## src/common/pca_pkg.sv

```systemverilog
// Purpose: Constants and types for the counter array core.
// Assumes: 125 MHz system clock; byte-wide special function register access.
// Notes: Bit positions follow the mode and configuration register layouts.
// What this block does
// One shared 16-bit counter, six modules
// Low byte read snapshots high byte
// Counter reads never disturb counting
// Three-bit timebase select chooses count source
// External input counts falling edges, quarter rate
// Oscillator sources synchronised before counting
// Counter wrap sets overflow flag
// Overflow flag interrupts only when enabled
// Software alone clears overflow flag
// Idle suspend zero keeps counting in idle
// Intermediate flag on overflow of bit 8-11
// Flags set regardless of interrupt enables
// Each flag has its own enable
// Reset enters watchdog mode, restricts writes
// Capture edges selected by bits 5 and 4
// Cycle length field picks 8-11 bit PWM
// All PWM modules share one cycle length
// Comparator off: no toggle, PWM low
// Config bit 7 selects reload registers
// Match enable sets flag on PWM match
// Mode bit 0 enables module interrupt
// Config bit 5 enables intermediate interrupt
// Software alone clears module flags
// Interrupt is OR of enabled flags
// Idle suspend one halts counter in idle
package pca_pkg;
   localparam int NUM_MODULES = 6;
   localparam int WDT_MODULE  = 5;
   // Register select codes on the byte access port
   localparam logic [3:0] ADDR_CNT_LO   = 4'h0;
   localparam logic [3:0] ADDR_CNT_HI   = 4'h1;
   localparam logic [3:0] ADDR_MODE     = 4'h2;
   localparam logic [3:0] ADDR_PWM_CFG  = 4'h3;
   localparam logic [3:0] ADDR_FLAGS    = 4'h4;
   localparam logic [3:0] ADDR_MOD_MODE = 4'h5;
   localparam logic [3:0] ADDR_CMP_LO   = 4'h6;
   localparam logic [3:0] ADDR_CMP_HI   = 4'h7;
   // Counter mode register fields
   localparam int MODE_IDLE_BIT   = 7;
   localparam int MODE_WDT_BIT    = 6;
   localparam int MODE_TB_LSB     = 1;
   localparam int MODE_OVF_IE_BIT = 0;
   localparam logic [7:0] MODE_RESET = 8'h40;
   // Module mode register fields
   localparam int MM_CMP_EN  = 6;
   localparam int MM_CAP_R   = 5;
   localparam int MM_CAP_F   = 4;
   localparam int MM_MATCH   = 3;
   localparam int MM_TOGGLE  = 2;
   localparam int MM_PWM     = 1;
   localparam int MM_IE      = 0;
   localparam int MM_PWM16   = 7;
   // PWM configuration register fields
   localparam int PC_RELOAD_SEL = 7;
   localparam int PC_IOVF_FLAG  = 6;
   localparam int PC_IOVF_IE    = 5;
   localparam int PC_CLEN_LSB   = 0;
   // Flags register: bit 7 counter overflow, bits 5..0 module flags
   localparam int FL_OVF_BIT = 7;
   // Timebase divider figures
   localparam int DIV_SLOW = 12;
   localparam int DIV_FAST = 4;
   localparam int DIV_OSC  = 8;
   typedef enum logic [2:0] {
      PCA_TB_DIV12 = 3'h0, PCA_TB_DIV4 = 3'h1, PCA_TB_T0 = 3'h2, PCA_TB_EXT = 3'h3,
      PCA_TB_SYS = 3'h4, PCA_TB_XOSC = 3'h5, PCA_TB_LFO = 3'h6, PCA_TB_RSVD = 3'h7
   } pca_tb_e;
   typedef struct packed {
      logic       wr;
      logic       rd;
      logic [3:0] addr;
      logic [2:0] sel;
      logic [7:0] wdata;
   } pca_bus_s;
endpackage

```

## src/hdl/pca_module.sv

```systemverilog
// Purpose: One capture/compare module of the counter array.
// Assumes: Counter and its tick come from the core; pin input already synchronised.
// Notes: Capture and compare registers are written through the core.
`timescale 1ns/10ps
`default_nettype none
module pca_module (
   input  wire logic        core_clk_in,
   input  wire logic        rst_in,
   input  wire logic        tick_in,
   input  wire logic [15:0] count_in,
   input  wire logic [7:0]  mode_in,
   input  wire logic [1:0]  cycle_len_in,
   input  wire logic        nbit_ovf_in,
   input  wire logic [15:0] cmp_in,
   input  wire logic [15:0] reload_in,
   input  wire logic        pin_in,
   output logic             cap_out,
   output logic [15:0]      cap_value_out,
   output logic             load_out,
   output logic             event_out,
   output logic             line_out
);
   logic        pin_q;
   logic        match;
   logic [10:0] mask;
   logic        pwm8;
   logic        pwm_enable;
   logic        pwm16;
   always_comb begin
      case (cycle_len_in)
         2'h0:    mask = 11'h0ff;
         2'h1:    mask = 11'h1ff;
         2'h2:    mask = 11'h3ff;
         default: mask = 11'h7ff;
      endcase
   end
   assign pwm16 = mode_in[pca_pkg::MM_PWM] & mode_in[pca_pkg::MM_PWM16] & ~mode_in[pca_pkg::MM_TOGGLE];
   assign pwm8  = mode_in[pca_pkg::MM_PWM] & ~mode_in[pca_pkg::MM_TOGGLE] & ~pwm16 &
                  (cycle_len_in == 2'h0);
   assign pwm_enable  = mode_in[pca_pkg::MM_PWM] & ~mode_in[pca_pkg::MM_TOGGLE] & ~pwm16 & (cycle_len_in != 2'h0);
   always_comb begin
      if (pwm16) match = (count_in == cmp_in);
      else if (pwm8) match = (count_in[7:0] == cmp_in[7:0]);
      else if (pwm_enable) match = ((count_in[10:0] & mask) == (cmp_in[10:0] & mask));
      else match = (count_in == cmp_in);
   end
   always_ff @(posedge core_clk_in or posedge rst_in) begin
      if (rst_in) pin_q <= 1'b0;
      else pin_q <= pin_in;
   end
   // Capture on selected edges; comparator bits must be clear
   always_ff @(posedge core_clk_in or posedge rst_in) begin
      if (rst_in) begin
         cap_out       <= 1'b0;
         cap_value_out <= 16'h0000;
      end else begin
         cap_out <= ~mode_in[pca_pkg::MM_CMP_EN] & ~mode_in[pca_pkg::MM_MATCH] & ~mode_in[pca_pkg::MM_PWM] &
                    ((mode_in[pca_pkg::MM_CAP_R] & pin_in & ~pin_q) |
                     (mode_in[pca_pkg::MM_CAP_F] & ~pin_in & pin_q));
         cap_value_out <= count_in;
      end
   end
   always_ff @(posedge core_clk_in or posedge rst_in) begin
      if (rst_in) event_out <= 1'b0;
      else event_out <= cap_out | (tick_in & match & mode_in[pca_pkg::MM_CMP_EN] & mode_in[pca_pkg::MM_MATCH]);
   end
   assign load_out = pwm_enable & nbit_ovf_in;
   always_ff @(posedge core_clk_in or posedge rst_in) begin
      if (rst_in) line_out <= 1'b0;
      else if ((pwm8 | pwm_enable | pwm16) & ~mode_in[pca_pkg::MM_CMP_EN]) line_out <= 1'b0;
      else if (tick_in & mode_in[pca_pkg::MM_CMP_EN]) begin
         if (mode_in[pca_pkg::MM_TOGGLE] & match) line_out <= ~line_out;
         else if ((pwm8 | pwm_enable | pwm16) & match) line_out <= 1'b1;
         else if (pwm8 & count_in[7:0] == 8'hff) line_out <= 1'b0;
         else if (pwm_enable & nbit_ovf_in) line_out <= 1'b0;
         else if (pwm16 & count_in == 16'hffff) line_out <= 1'b0;
      end
   end
   toggle_off_a: assert property (@(posedge core_clk_in) disable iff (rst_in)
      (!mode_in[pca_pkg::MM_CMP_EN] && !mode_in[pca_pkg::MM_PWM] && $past(!mode_in[pca_pkg::MM_CMP_EN])) |=>
      $stable(line_out)) else $error("line toggled with comparator off");
   pwm_low_a: assert property (@(posedge core_clk_in) disable iff (rst_in)
      (mode_in[pca_pkg::MM_PWM] && !mode_in[pca_pkg::MM_TOGGLE] && !mode_in[pca_pkg::MM_CMP_EN]) |=> !line_out)
      else $error("PWM output not low when comparator off");
   cap_edge_a: assert property (@(posedge core_clk_in) disable iff (rst_in)
      cap_out |-> $past(mode_in[pca_pkg::MM_CAP_R] | mode_in[pca_pkg::MM_CAP_F]))
      else $error("capture without enabled edge");
endmodule
`default_nettype wire

```

## src/hdl/pca_core.sv

```systemverilog
// Purpose: Counter array core: timebase, counter, flags, interrupt and module registers.
// Assumes: Byte register port from the processor; pins and oscillators are asynchronous.
// Notes: Watchdog behaviour of module 5 is limited to locking configuration writes.
`timescale 1ns/10ps
`default_nettype none
module pca_core #(
   parameter int NUM = pca_pkg::NUM_MODULES
) (
   input  wire logic             core_clk_in,
   input  wire logic             rst_in,
   input  wire pca_pkg::pca_bus_s bus_in,
   input  wire logic             cpu_idle_in,
   input  wire logic             t0_ovf_in,
   input  wire logic             external_count_input_in,
   input  wire logic             xosc_in,
   input  wire logic             lfo_in,
   input  wire logic [NUM-1:0]   module_io_line_in,
   output logic [7:0]            rdata_out,
   output logic [NUM-1:0]        module_io_line_out,
   output logic                  irq_out
);
   if (NUM != pca_pkg::NUM_MODULES) begin : g_bad_num
      $error("module count must be six");
   end
   logic [15:0]           count;
   logic [7:0]            snapshot;
   logic [7:0]            mode_reg;
   logic [7:0]            pwm_cfg;
   logic                  ovf_flag;
   logic [NUM-1:0]        mod_flag;
   logic [7:0]            mm [NUM];
   logic [15:0]           cmp [NUM];
   logic [15:0]           rld [NUM];
   logic [2:0]            ext_s;
   logic [2:0]            xosc_s;
   logic [2:0]            lfo_s;
   logic [NUM-1:0]        pin_m;
   logic [NUM-1:0]        pin_s;
   logic [3:0]            div_cnt;
   logic [2:0]            osc_div_x;
   logic [2:0]            osc_div_l;
   logic                  tick;
   logic                  nbit_ovf;
   logic                  run;
   logic                  wdt_lock;
   logic [NUM-1:0]        cap;
   logic [NUM-1:0]        load;
   logic [NUM-1:0]        evt;
   logic [NUM-1:0]        line;
   logic [15:0]           capv [NUM];
   logic [1:0]            cycle_len;
   logic                  wr_mod;
   assign cycle_len = pwm_cfg[pca_pkg::PC_CLEN_LSB +: 2];
   assign wdt_lock = mode_reg[pca_pkg::MODE_WDT_BIT];
   assign run      = ~(mode_reg[pca_pkg::MODE_IDLE_BIT] & cpu_idle_in);
   // Two-stage synchronisers; third stage feeds edge detection
   always_ff @(posedge core_clk_in or posedge rst_in) begin
      if (rst_in) begin
         ext_s  <= 3'h7;
         xosc_s <= 3'h0;
         lfo_s  <= 3'h0;
         pin_m  <= '0;
         pin_s  <= '0;
      end else begin
         ext_s  <= {ext_s[1:0], external_count_input_in};
         xosc_s <= {xosc_s[1:0], xosc_in};
         lfo_s  <= {lfo_s[1:0], lfo_in};
         pin_m  <= module_io_line_in;
         pin_s  <= pin_m;
      end
   end
   always_ff @(posedge core_clk_in or posedge rst_in) begin
      if (rst_in) div_cnt <= 4'h0;
      else if (div_cnt == 4'(pca_pkg::DIV_SLOW - 1)) div_cnt <= 4'h0;
      else div_cnt <= div_cnt + 4'h1;
   end
   always_ff @(posedge core_clk_in or posedge rst_in) begin
      if (rst_in) begin
         osc_div_x <= 3'h0;
         osc_div_l <= 3'h0;
      end else begin
         if (xosc_s[1] & ~xosc_s[2]) osc_div_x <= osc_div_x + 3'h1;
         if (lfo_s[1] & ~lfo_s[2]) osc_div_l <= osc_div_l + 3'h1;
      end
   end
   always_comb begin
      case (pca_pkg::pca_tb_e'(mode_reg[pca_pkg::MODE_TB_LSB +: 3]))
         pca_pkg::PCA_TB_DIV12: tick = (div_cnt == 4'h0);
         pca_pkg::PCA_TB_DIV4:  tick = (div_cnt[1:0] == 2'h0) & (div_cnt < 4'(pca_pkg::DIV_SLOW));
         pca_pkg::PCA_TB_T0:    tick = t0_ovf_in;
         pca_pkg::PCA_TB_EXT:   tick = ~ext_s[1] & ext_s[2];
         pca_pkg::PCA_TB_SYS:   tick = 1'b1;
         pca_pkg::PCA_TB_XOSC:  tick = xosc_s[1] & ~xosc_s[2] & (osc_div_x == 3'(pca_pkg::DIV_OSC - 1));
         pca_pkg::PCA_TB_LFO:   tick = lfo_s[1] & ~lfo_s[2] & (osc_div_l == 3'(pca_pkg::DIV_OSC - 1));
         default:               tick = 1'b0;
      endcase
   end
   // Count ticks are dropped while suspended in idle
   logic tick_run;
   assign tick_run = tick & run;
   always_comb begin
      case (cycle_len)
         2'h0:    nbit_ovf = tick_run & (count[7:0] == 8'hff);
         2'h1:    nbit_ovf = tick_run & (count[8:0] == 9'h1ff);
         2'h2:    nbit_ovf = tick_run & (count[9:0] == 10'h3ff);
         default: nbit_ovf = tick_run & (count[10:0] == 11'h7ff);
      endcase
   end
   // Counter: bus reads never touch it
   always_ff @(posedge core_clk_in or posedge rst_in) begin
      if (rst_in) count <= 16'h0000;
      else if (bus_in.wr & ~wdt_lock & bus_in.addr == pca_pkg::ADDR_CNT_LO) count[7:0] <= bus_in.wdata;
      else if (bus_in.wr & ~wdt_lock & bus_in.addr == pca_pkg::ADDR_CNT_HI) count[15:8] <= bus_in.wdata;
      else if (tick_run) count <= count + 16'h0001;
   end
   always_ff @(posedge core_clk_in or posedge rst_in) begin
      if (rst_in) snapshot <= 8'h00;
      else if (bus_in.rd & bus_in.addr == pca_pkg::ADDR_CNT_LO) snapshot <= count[15:8];
   end
   always_ff @(posedge core_clk_in or posedge rst_in) begin
      if (rst_in) mode_reg <= pca_pkg::MODE_RESET;
      else if (bus_in.wr & bus_in.addr == pca_pkg::ADDR_MODE) begin
         if (wdt_lock) mode_reg[pca_pkg::MODE_WDT_BIT] <= bus_in.wdata[pca_pkg::MODE_WDT_BIT];
         else mode_reg <= bus_in.wdata;
      end
   end
   always_ff @(posedge core_clk_in or posedge rst_in) begin
      if (rst_in) pwm_cfg <= 8'h00;
      else begin
         if (bus_in.wr & bus_in.addr == pca_pkg::ADDR_PWM_CFG) begin
            pwm_cfg <= bus_in.wdata;
            pwm_cfg[pca_pkg::PC_IOVF_FLAG] <= bus_in.wdata[pca_pkg::PC_IOVF_FLAG] | nbit_ovf;
         end else if (nbit_ovf) pwm_cfg[pca_pkg::PC_IOVF_FLAG] <= 1'b1;
      end
   end
   // Set wins over a software write in the same cycle
   always_ff @(posedge core_clk_in or posedge rst_in) begin
      if (rst_in) ovf_flag <= 1'b0;
      else if (tick_run & count == 16'hffff) ovf_flag <= 1'b1;
      else if (bus_in.wr & bus_in.addr == pca_pkg::ADDR_FLAGS) ovf_flag <= bus_in.wdata[pca_pkg::FL_OVF_BIT];
   end
   always_ff @(posedge core_clk_in or posedge rst_in) begin
      if (rst_in) mod_flag <= '0;
      else if (bus_in.wr & bus_in.addr == pca_pkg::ADDR_FLAGS) mod_flag <= bus_in.wdata[NUM-1:0] | evt;
      else mod_flag <= mod_flag | evt;
   end
   assign wr_mod = bus_in.wr & (bus_in.sel < 3'(NUM));
   generate
      for (genvar i = 0; i < NUM; i++) begin : g_mod
         logic lock_i;
         assign lock_i = wdt_lock & (i == pca_pkg::WDT_MODULE);
         always_ff @(posedge core_clk_in or posedge rst_in) begin
            if (rst_in) mm[i] <= 8'h00;
            else if (wr_mod & ~lock_i & bus_in.sel == 3'(i) & bus_in.addr == pca_pkg::ADDR_MOD_MODE)
               mm[i] <= bus_in.wdata;
            else if (wr_mod & ~lock_i & bus_in.sel == 3'(i) & ~pwm_cfg[pca_pkg::PC_RELOAD_SEL] &
                     bus_in.addr == pca_pkg::ADDR_CMP_LO) mm[i][pca_pkg::MM_CMP_EN] <= 1'b0;
            else if (wr_mod & ~lock_i & bus_in.sel == 3'(i) & ~pwm_cfg[pca_pkg::PC_RELOAD_SEL] &
                     bus_in.addr == pca_pkg::ADDR_CMP_HI) mm[i][pca_pkg::MM_CMP_EN] <= 1'b1;
         end
         always_ff @(posedge core_clk_in or posedge rst_in) begin
            if (rst_in) begin
               cmp[i] <= 16'h0000;
               rld[i] <= 16'h0000;
            end else begin
               if (cap[i]) cmp[i] <= capv[i];
               else if (load[i]) cmp[i] <= rld[i];
               else if (mm[i][pca_pkg::MM_PWM] & ~mm[i][pca_pkg::MM_TOGGLE] & cycle_len == 2'h0 &
                        tick_run & count[7:0] == 8'hff) cmp[i][7:0] <= cmp[i][15:8];
               else if (wr_mod & bus_in.sel == 3'(i) & ~pwm_cfg[pca_pkg::PC_RELOAD_SEL]) begin
                  if (bus_in.addr == pca_pkg::ADDR_CMP_LO) cmp[i][7:0] <= bus_in.wdata;
                  if (bus_in.addr == pca_pkg::ADDR_CMP_HI) cmp[i][15:8] <= bus_in.wdata;
               end
               if (wr_mod & bus_in.sel == 3'(i) & pwm_cfg[pca_pkg::PC_RELOAD_SEL]) begin
                  if (bus_in.addr == pca_pkg::ADDR_CMP_LO) rld[i][7:0] <= bus_in.wdata;
                  if (bus_in.addr == pca_pkg::ADDR_CMP_HI) rld[i][15:8] <= bus_in.wdata;
               end
            end
         end
         pca_module u_mod (
            .core_clk_in   (core_clk_in),
            .rst_in        (rst_in),
            .tick_in       (tick_run),
            .count_in      (count),
            .mode_in       (mm[i]),
            .cycle_len_in  (cycle_len),
            .nbit_ovf_in   (nbit_ovf),
            .cmp_in        (cmp[i]),
            .reload_in     (rld[i]),
            .pin_in        (pin_s[i]),
            .cap_out       (cap[i]),
            .cap_value_out (capv[i]),
            .load_out      (load[i]),
            .event_out     (evt[i]),
            .line_out      (line[i])
         );
      end
   endgenerate
   always_ff @(posedge core_clk_in or posedge rst_in) begin
      if (rst_in) module_io_line_out <= '0;
      else module_io_line_out <= line;
   end
   // Interrupt: each flag gated by its own enable
   logic [NUM-1:0] mod_ie;
   always_comb begin
      for (int k = 0; k < NUM; k++) mod_ie[k] = mm[k][pca_pkg::MM_IE];
   end
   always_ff @(posedge core_clk_in or posedge rst_in) begin
      if (rst_in) irq_out <= 1'b0;
      else irq_out <= (ovf_flag & mode_reg[pca_pkg::MODE_OVF_IE_BIT]) |
                      (pwm_cfg[pca_pkg::PC_IOVF_FLAG] & pwm_cfg[pca_pkg::PC_IOVF_IE]) |
                      |(mod_flag & mod_ie);
   end
   // Read port; high byte returns the snapshot
   always_ff @(posedge core_clk_in or posedge rst_in) begin
      if (rst_in) rdata_out <= 8'h00;
      else if (bus_in.rd) begin
         case (bus_in.addr)
            pca_pkg::ADDR_CNT_LO:   rdata_out <= count[7:0];
            pca_pkg::ADDR_CNT_HI:   rdata_out <= snapshot;
            pca_pkg::ADDR_MODE:     rdata_out <= mode_reg;
            pca_pkg::ADDR_PWM_CFG:  rdata_out <= pwm_cfg;
            pca_pkg::ADDR_FLAGS:    rdata_out <= {ovf_flag, 1'b0, mod_flag};
            pca_pkg::ADDR_MOD_MODE: rdata_out <= (bus_in.sel < 3'(NUM)) ? mm[bus_in.sel] : 8'h00;
            pca_pkg::ADDR_CMP_LO:   rdata_out <= (bus_in.sel >= 3'(NUM)) ? 8'h00 :
                                                 pwm_cfg[pca_pkg::PC_RELOAD_SEL] ? rld[bus_in.sel][7:0] : cmp[bus_in.sel][7:0];
            pca_pkg::ADDR_CMP_HI:   rdata_out <= (bus_in.sel >= 3'(NUM)) ? 8'h00 :
                                                 pwm_cfg[pca_pkg::PC_RELOAD_SEL] ? rld[bus_in.sel][15:8] : cmp[bus_in.sel][15:8];
            default:                rdata_out <= 8'h00;
         endcase
      end
   end
   snap_hold_a: assert property (@(posedge core_clk_in) disable iff (rst_in)
      (bus_in.rd && bus_in.addr == pca_pkg::ADDR_CNT_LO) |=> snapshot == $past(count[15:8]))
      else $error("snapshot not taken on low byte read");
   count_step_a: assert property (@(posedge core_clk_in) disable iff (rst_in)
      (tick_run && !bus_in.wr) |=> count == $past(count) + 16'h0001)
      else $error("counter did not advance");
   wrap_flag_a: assert property (@(posedge core_clk_in) disable iff (rst_in)
      (tick_run && count == 16'hffff) |=> ovf_flag && count == 16'h0000)
      else $error("wrap did not set overflow flag");
   flag_sticky_a: assert property (@(posedge core_clk_in) disable iff (rst_in)
      (ovf_flag && !(bus_in.wr && bus_in.addr == pca_pkg::ADDR_FLAGS)) |=> ovf_flag)
      else $error("overflow flag cleared without write");
   irq_gate_a: assert property (@(posedge core_clk_in) disable iff (rst_in)
      (ovf_flag && mode_reg[pca_pkg::MODE_OVF_IE_BIT]) |=> irq_out)
      else $error("enabled overflow did not interrupt");
   idle_hold_a: assert property (@(posedge core_clk_in) disable iff (rst_in)
      (!run && !bus_in.wr) |=> $stable(count))
      else $error("counter moved while suspended");
   iovf_set_a: assert property (@(posedge core_clk_in) disable iff (rst_in)
      nbit_ovf |=> pwm_cfg[pca_pkg::PC_IOVF_FLAG])
      else $error("intermediate overflow missed");
   mod_sticky_a: assert property (@(posedge core_clk_in) disable iff (rst_in)
      (|evt) |=> ((mod_flag & $past(evt)) == $past(evt)))
      else $error("module event lost");
   iovf_irq_a: assert property (@(posedge core_clk_in) disable iff (rst_in)
      (pwm_cfg[pca_pkg::PC_IOVF_FLAG] && pwm_cfg[pca_pkg::PC_IOVF_IE]) |=> irq_out)
      else $error("enabled intermediate overflow did not interrupt");
   lock_count_a: assert property (@(posedge core_clk_in) disable iff (rst_in)
      (wdt_lock && bus_in.wr && !tick_run) |=> $stable(count))
      else $error("counter written while locked");
endmodule
`default_nettype wire

```

## config.mk

```make
export PLATFORM = sky130hd
export DESIGN_NAME = pca_core
export DESIGN_NICKNAME = d
export VERILOG_FILES = /design/src/common/pca_pkg.sv /design/src/hdl/pca_module.sv /design/src/hdl/pca_core.sv
export SDC_FILE = /design/constraint.sdc
export NUM_CORES = 1
export LEC_CHECK = 0
export BUFFER_PORTS_ARGS = -buffer_cell sky130_fd_sc_hd__clkbuf_2
export CAP_MARGIN = 30
export CORE_MARGIN = 1.5
export CORE_UTILIZATION = 55
export DETAILED_ROUTE_END_ITERATION = 10
export GPL_TIMING_DRIVEN = 0
export PLACE_DENSITY = 0.77
export SYNTH_ARGS = -nofsm -noshare
export SYNTH_HDL_FRONTEND = slang
export SYNTH_SLANG_ARGS = --single-unit
```

## constraint.sdc

```tcl
create_clock -name core_clk_in -period 25.5 [get_ports core_clk_in]
set_clock_uncertainty 0.05 [all_clocks]
set_input_delay 2.55 -clock core_clk_in [delete_from_list [all_inputs] [get_ports core_clk_in]]
set_output_delay 2.55 -clock core_clk_in [all_outputs]
set_load 0.01 [all_outputs]
```

# Yosys cells after proc, flatten, opt, wreduce, memory -nomap -nowiden
# Cells that the tools add are included.
# classes
muxes,138
n_addsub,4
n_reduce_logical,87
n_lt_le_gt_ge,4
n_bitwise,311
eq_ne,53
# ops
op,n
$mux W16,23
$and A1 B1 Y1,218
$mux W8,24
$bmux W16 S3,2
$eq A16 B16 Y1,6
$mux W1,82
$and A11 B11 Y11,7
$eq A11 B11 Y1,6
$pmux W8 S8,1
$not A1 Y1,55
$reduce_and A2 Y1,27
$reduce_bool A3 Y1,18
$eq A8 B8 Y1,6
$reduce_bool A4 Y1,12
$reduce_bool A6 Y1,6
$pmux W11 S3,1
$or A1 B1 Y1,27
$bmux W8 S3,1
$reduce_bool A2 Y1,11
$eq A3 B3 Y1 const B,7
$ne A3 B1 Y1 const B,6
$reduce_and A3 Y1,6
$add A16 B1 Y16 const B,1
$eq A16 B16 Y1 const B,1
30 further kinds,43
# totals
in_bits,30
register_bits,373
out_inout_bits,15

# Logic depth before layout (Yosys ltp)
# logic_depth
ltp_word,14
ltp_mapped,14

# Hierarchy
# Synthesis repeated with hierarchy kept, for this count alone.
# hier_totals
cells_unflattened,2296
area_unflattened_um2,23292.3
# modules_own_cells
mod,area_each_um2,cells_per_inst,n_inst,seq_area_each_um2
pca_core,18074.8,1864,1,8338.0
pca_module,869.6,72,6,500.5

# Least setup slack after synthesis
# OpenSTA, ideal clock, no wires.
# synth_timing
path_kind,in2reg
start,input bus_in[8] (netlist name)
end,register rdata_out[2]
required_ns,25.327
path_buffers,4
setup_time_ns,0.123
arrival_time_ns,4.432
path_slack_ns,20.895
path_stages,9
path_cell_list,buf_2 > buf_2 > buf_2 > buf_2 > mux4_2 > nand2_1 > o21ai_0 > a211oi_1 > nor2_1
# synth_between
elab_chain_cells,7
elab_cells_between_ends,18
cone_classes,2 x order compare; 15 x mux; 1 x bitwise
# synth_rtl
element,line_no,source
start: declaration,pca_core.sv:11,"input wire pca_pkg::pca_bus_s bus_in,"
$not A3 Y4 (not written as such),"pca_core.sv:224, pca_core.sv:226, pca_core.sv:228",
$bmux W16 S3,"pca_core.sv:226, pca_core.sv:228",
$mux W16 (not written as such) (2 in a row),pca_core.sv:228,pwm_cfg[pca_pkg::PC_RELOAD_SEL] ? rld[bus_in.sel][15:8] : cmp[bus_in.sel][15:8];
$mux W8 (on tied branches),"pca_core.sv:228, pca_core.sv:226",
$mux W8 (on tied branches),"pca_core.sv:227, pca_core.sv:225",
$pmux W8 S8 *,pca_core.sv:218,case (bus_in.addr)
end signal: assignment,pca_core.sv:219,pca_pkg::ADDR_CNT_LO: rdata_out <= count[7:0];
end signal: assignment,pca_core.sv:220,pca_pkg::ADDR_CNT_HI: rdata_out <= snapshot;
end signal: assignment,pca_core.sv:227,pca_pkg::ADDR_CMP_HI: rdata_out <= (bus_in.sel >= 3'(NUM)) ? 8'h00 :
end: declaration,pca_core.sv:18,"output logic [7:0] rdata_out,"
# Every way passes the cells marked *; elsewhere a longest branch is shown, timed or not. The select of a mux whose other input is x is not followed.
# A chain may end at the register's enable or synchronous reset.

# Worst setup path after layout
# layout_timing
start,input bus_in[9] (netlist name)
end,register rdata_out[4]
# Same word-level chain as after synthesis.

==> flow_summary.yaml <==
power_and_ir_drop:
  power.density_nw_per_um2: 95.7
  p_leak_uw: 0.00995
  irDropWorstVdd_mv: 0.0690
  power_uw: 2250
synthesis:
  netlist_area_um2: 20900
  synth_top_area_cell: "dfrtp_1"
  ys.flop_type: "dfrtp_1"
  synth.most_common_cell: "dfrtp_1"
  ys.warnings.count: 0
  synth_cell_types: 83
  synthTopCellsByArea: "dfrtp_1 (44%), mux2_2 (6.0%), mux4_2 (5.0%)"
  yosysTopAreaCellShare_pct: 44.2
  async_flop_share_pct: 100
  synthTopCellsByCount: "dfrtp_1 (369), nand2_1 (276), o21ai_0 (128), nor2_1 (124), mux2_2 (111)"
  syn_area_per_cell_um2: 10.1
  ys_seq_elements: 373
  synth_fp_nets: 2112
  synth-edff-count: 0
  ys_seq_area_share_pct: 44.7
  synth_cells: 2074
outcome:
  outcome: "completed"
die:
  row_count: 71
  core_area_um2: 37500
  dieArea_um2: 39200
  ios: 45
  die_w_um: 198
  die_y_um: 198
  initial_utilization_pct: 55.7
cells_and_area:
  fillers: 3089
  drive_gt1_share_pct: 16.6
  reg_top3: "cmp x96, rld x96, mm x48"
  area_growth_pct: 12.5
  fin_area_um2: 23500
  final_nets: 2210
sta:
  slew_violations: 0
  worst_pin_slew_ns: 1.32
  tns_ns: 0
  hold_viol: 0
  fin_crit_sh_pct: 22.2
  period_needed_ns: 5.65
  rsz0062_at_grt: "no"
  slew_headroom_pct: 11.1
  setup_violations: 0
  max_freq_mhz: 177
  timing.final.ws_setup_ns: 19.85
clocking:
  clockBufferDepth: 3
  cts.reportedPaths.clkPinSlew_ns: 0.06
  clock-sinks: 373
  cts_buffers: 42
  cts_max_level: 2
  cts_setup_buffers: 0
  cts_root_buffer: "clkbuf_16"
  clk_latency_ns: 0.60
  cts_tree: "yes"
  cts_resized: 0
  holdBufCountCts: 0
routing:
  dr.pass1.iters: 9
  vias: 19100
  drcViolationCount: 0
  ant_nets: 0
  drt-initial-drc-count: 3042
  routed_wl_mm: 92.9
  routedWlPerCell_um: 34.2
  routed_via_density: 7.03
setup_path:
  rrSetupSlack_ns: 21.28
  crit_type: "input pin to register"
  r2r-start: "count[7]"
  critPathLaunchType: "input pin"
  worstReg2RegEnd: "cmp[78]"
  reg2reg_depth: 13
  worstPathMaxFanout: 10
  critPathRequiredTime_ns: 25.91
  critPathArrivalTime_ns: 6.07
  crit_path_end_kind: "register"
  crit_start: "bus_in[9]"
min_path:
  worst_hold_path.endpoint: "pin_s[5]"
  hp-class: "register to register"
  holdCritStartpoint: "pin_m[5]"
  whs_path_depth: 0
placed_design:
  dp_hpwl_mm: 69.6
  post_dp_cell_area_um2: 22000
  dp_slack_ns: 19.41
  port-buffer-count: 32
  gp_congestion: 1.08
flow_run:
  maxCapViolCount: 0
global_routing:
  antenna_found_initial: 2
  grt_max_degree: 134
  grt_use_total_pct: 48.5
  gr-total-overflow: 0
  grt_pass1_wl_mm: 131
  grt_pass1_vias: 18400
==> cell families after synthesis <==
logic type | after synthesis | share of synthesized area, %
AND/OR/NAND/NOR | 622 | 14.4
AO/OA/AOI/OAI | 510 | 16.0
flip-flops | 373 | 44.7
multiplexers | 260 | 16.2
buffers and inverters | 195 | 3.83
XOR/XNOR | 106 | 4.44
adder cells (fa/ha/maj) | 8 | 0.479
==> power breakdown <==
part / switching (µW) / leakage [µW] / internal (µW) / total, µW
clock: 267 / 0.000695 / 379 / 646
sequential: 231 / 0.00477 / 725 / 956
combinational: 385 / 0.00449 / 261 / 645
==> final cells by class <==
| cell class | count | area (µm²) | area share, % |
|---|---|---|---|
| Multi-Input combinational cell | 1506 | 10800 | 45.8 |
| Clock buffer | 59 | 1230 | 5.22 |
| Sequential cell | 373 | 9340 | 39.7 |
| Inverter | 36 | 143 | 0.607 |
| Buffer | 159 | 666 | 2.83 |
| Timing Repair Buffer | 54 | 487 | 2.07 |
| Antenna cell | 3 | 7.51 | 0.0320 |
| Tap cell | 511 | 639 | 2.72 |
| Clock inverter | 17 | 234 | 0.996 |
==> critical path: stages <==
cell	delay (ns)
clkbuf_2	0.16
buf_1	0.76
clkbuf_1	0.61
clkbuf_1	0.58
mux4_2	0.40
mux2i_1	0.27
o21ai_0	0.25
a21oi_1	0.35
a21oi_1	0.11
==> per-layer routing <==
metal  GRT usage (%)  share of wire, %  up-vias
met1            64.3                37     9355
li1                -                 -     7757
met3            16.0                14      444
met5               0             0.012        -
met4            36.0               9.3        2
met2            66.0                39     1558
==> through the flow <==
step / cells / util [%] / hold WS (ns)
floorplan: 2074 / - / 0.281
global placement: 2617 / 57.8 / 0.283
detailed placement: 2638 / 58.7 / 0.286
CTS: 2714 / 62.6 / 0.300
global route: 2715 / 62.7 / 0.303
finish: 2718 / 62.7 / 0.297
==> worst max path at each step <==
| stage | endpoint | slack (ns) |
|---|---|---|
| finish | rdata_out[4] | 19.85 |
| global route | rdata_out[4] | 19.81 |
| CTS | rdata_out[4] | 19.99 |
| detailed placement | rdata_out[4] | 19.41 |
| global placement | cmp[0] | 8.49 |
| floorplan | cmp[0] | 12.55 |
==> layout by cell type, fill, tap and decap left out, drive strengths merged, types with 7 or more instances in the layout <==
master,instances
dfrtp,369
nand2,276
clkbuf,200
o21ai,157
mux2,143
nor2,125
a21oi,95
xor2,91
buf,72
mux2i,71
mux4,46
o211ai,44
nor4,39
inv,35
o22ai,32
nand2b,31
a31oi,31
nand3,27
or3,23
a211oi,21
nor3,19
nor2b,17
a32o,16
xnor2,15
a22oi,15
nand4,15
o22a,13
a311oi,13
a221o,13
and3,9
a22o,9
or2,9
ha,8
or3b,8
clkinv,8
o21bai,7
No activity file was read; power rests on OpenSTA's default activity.
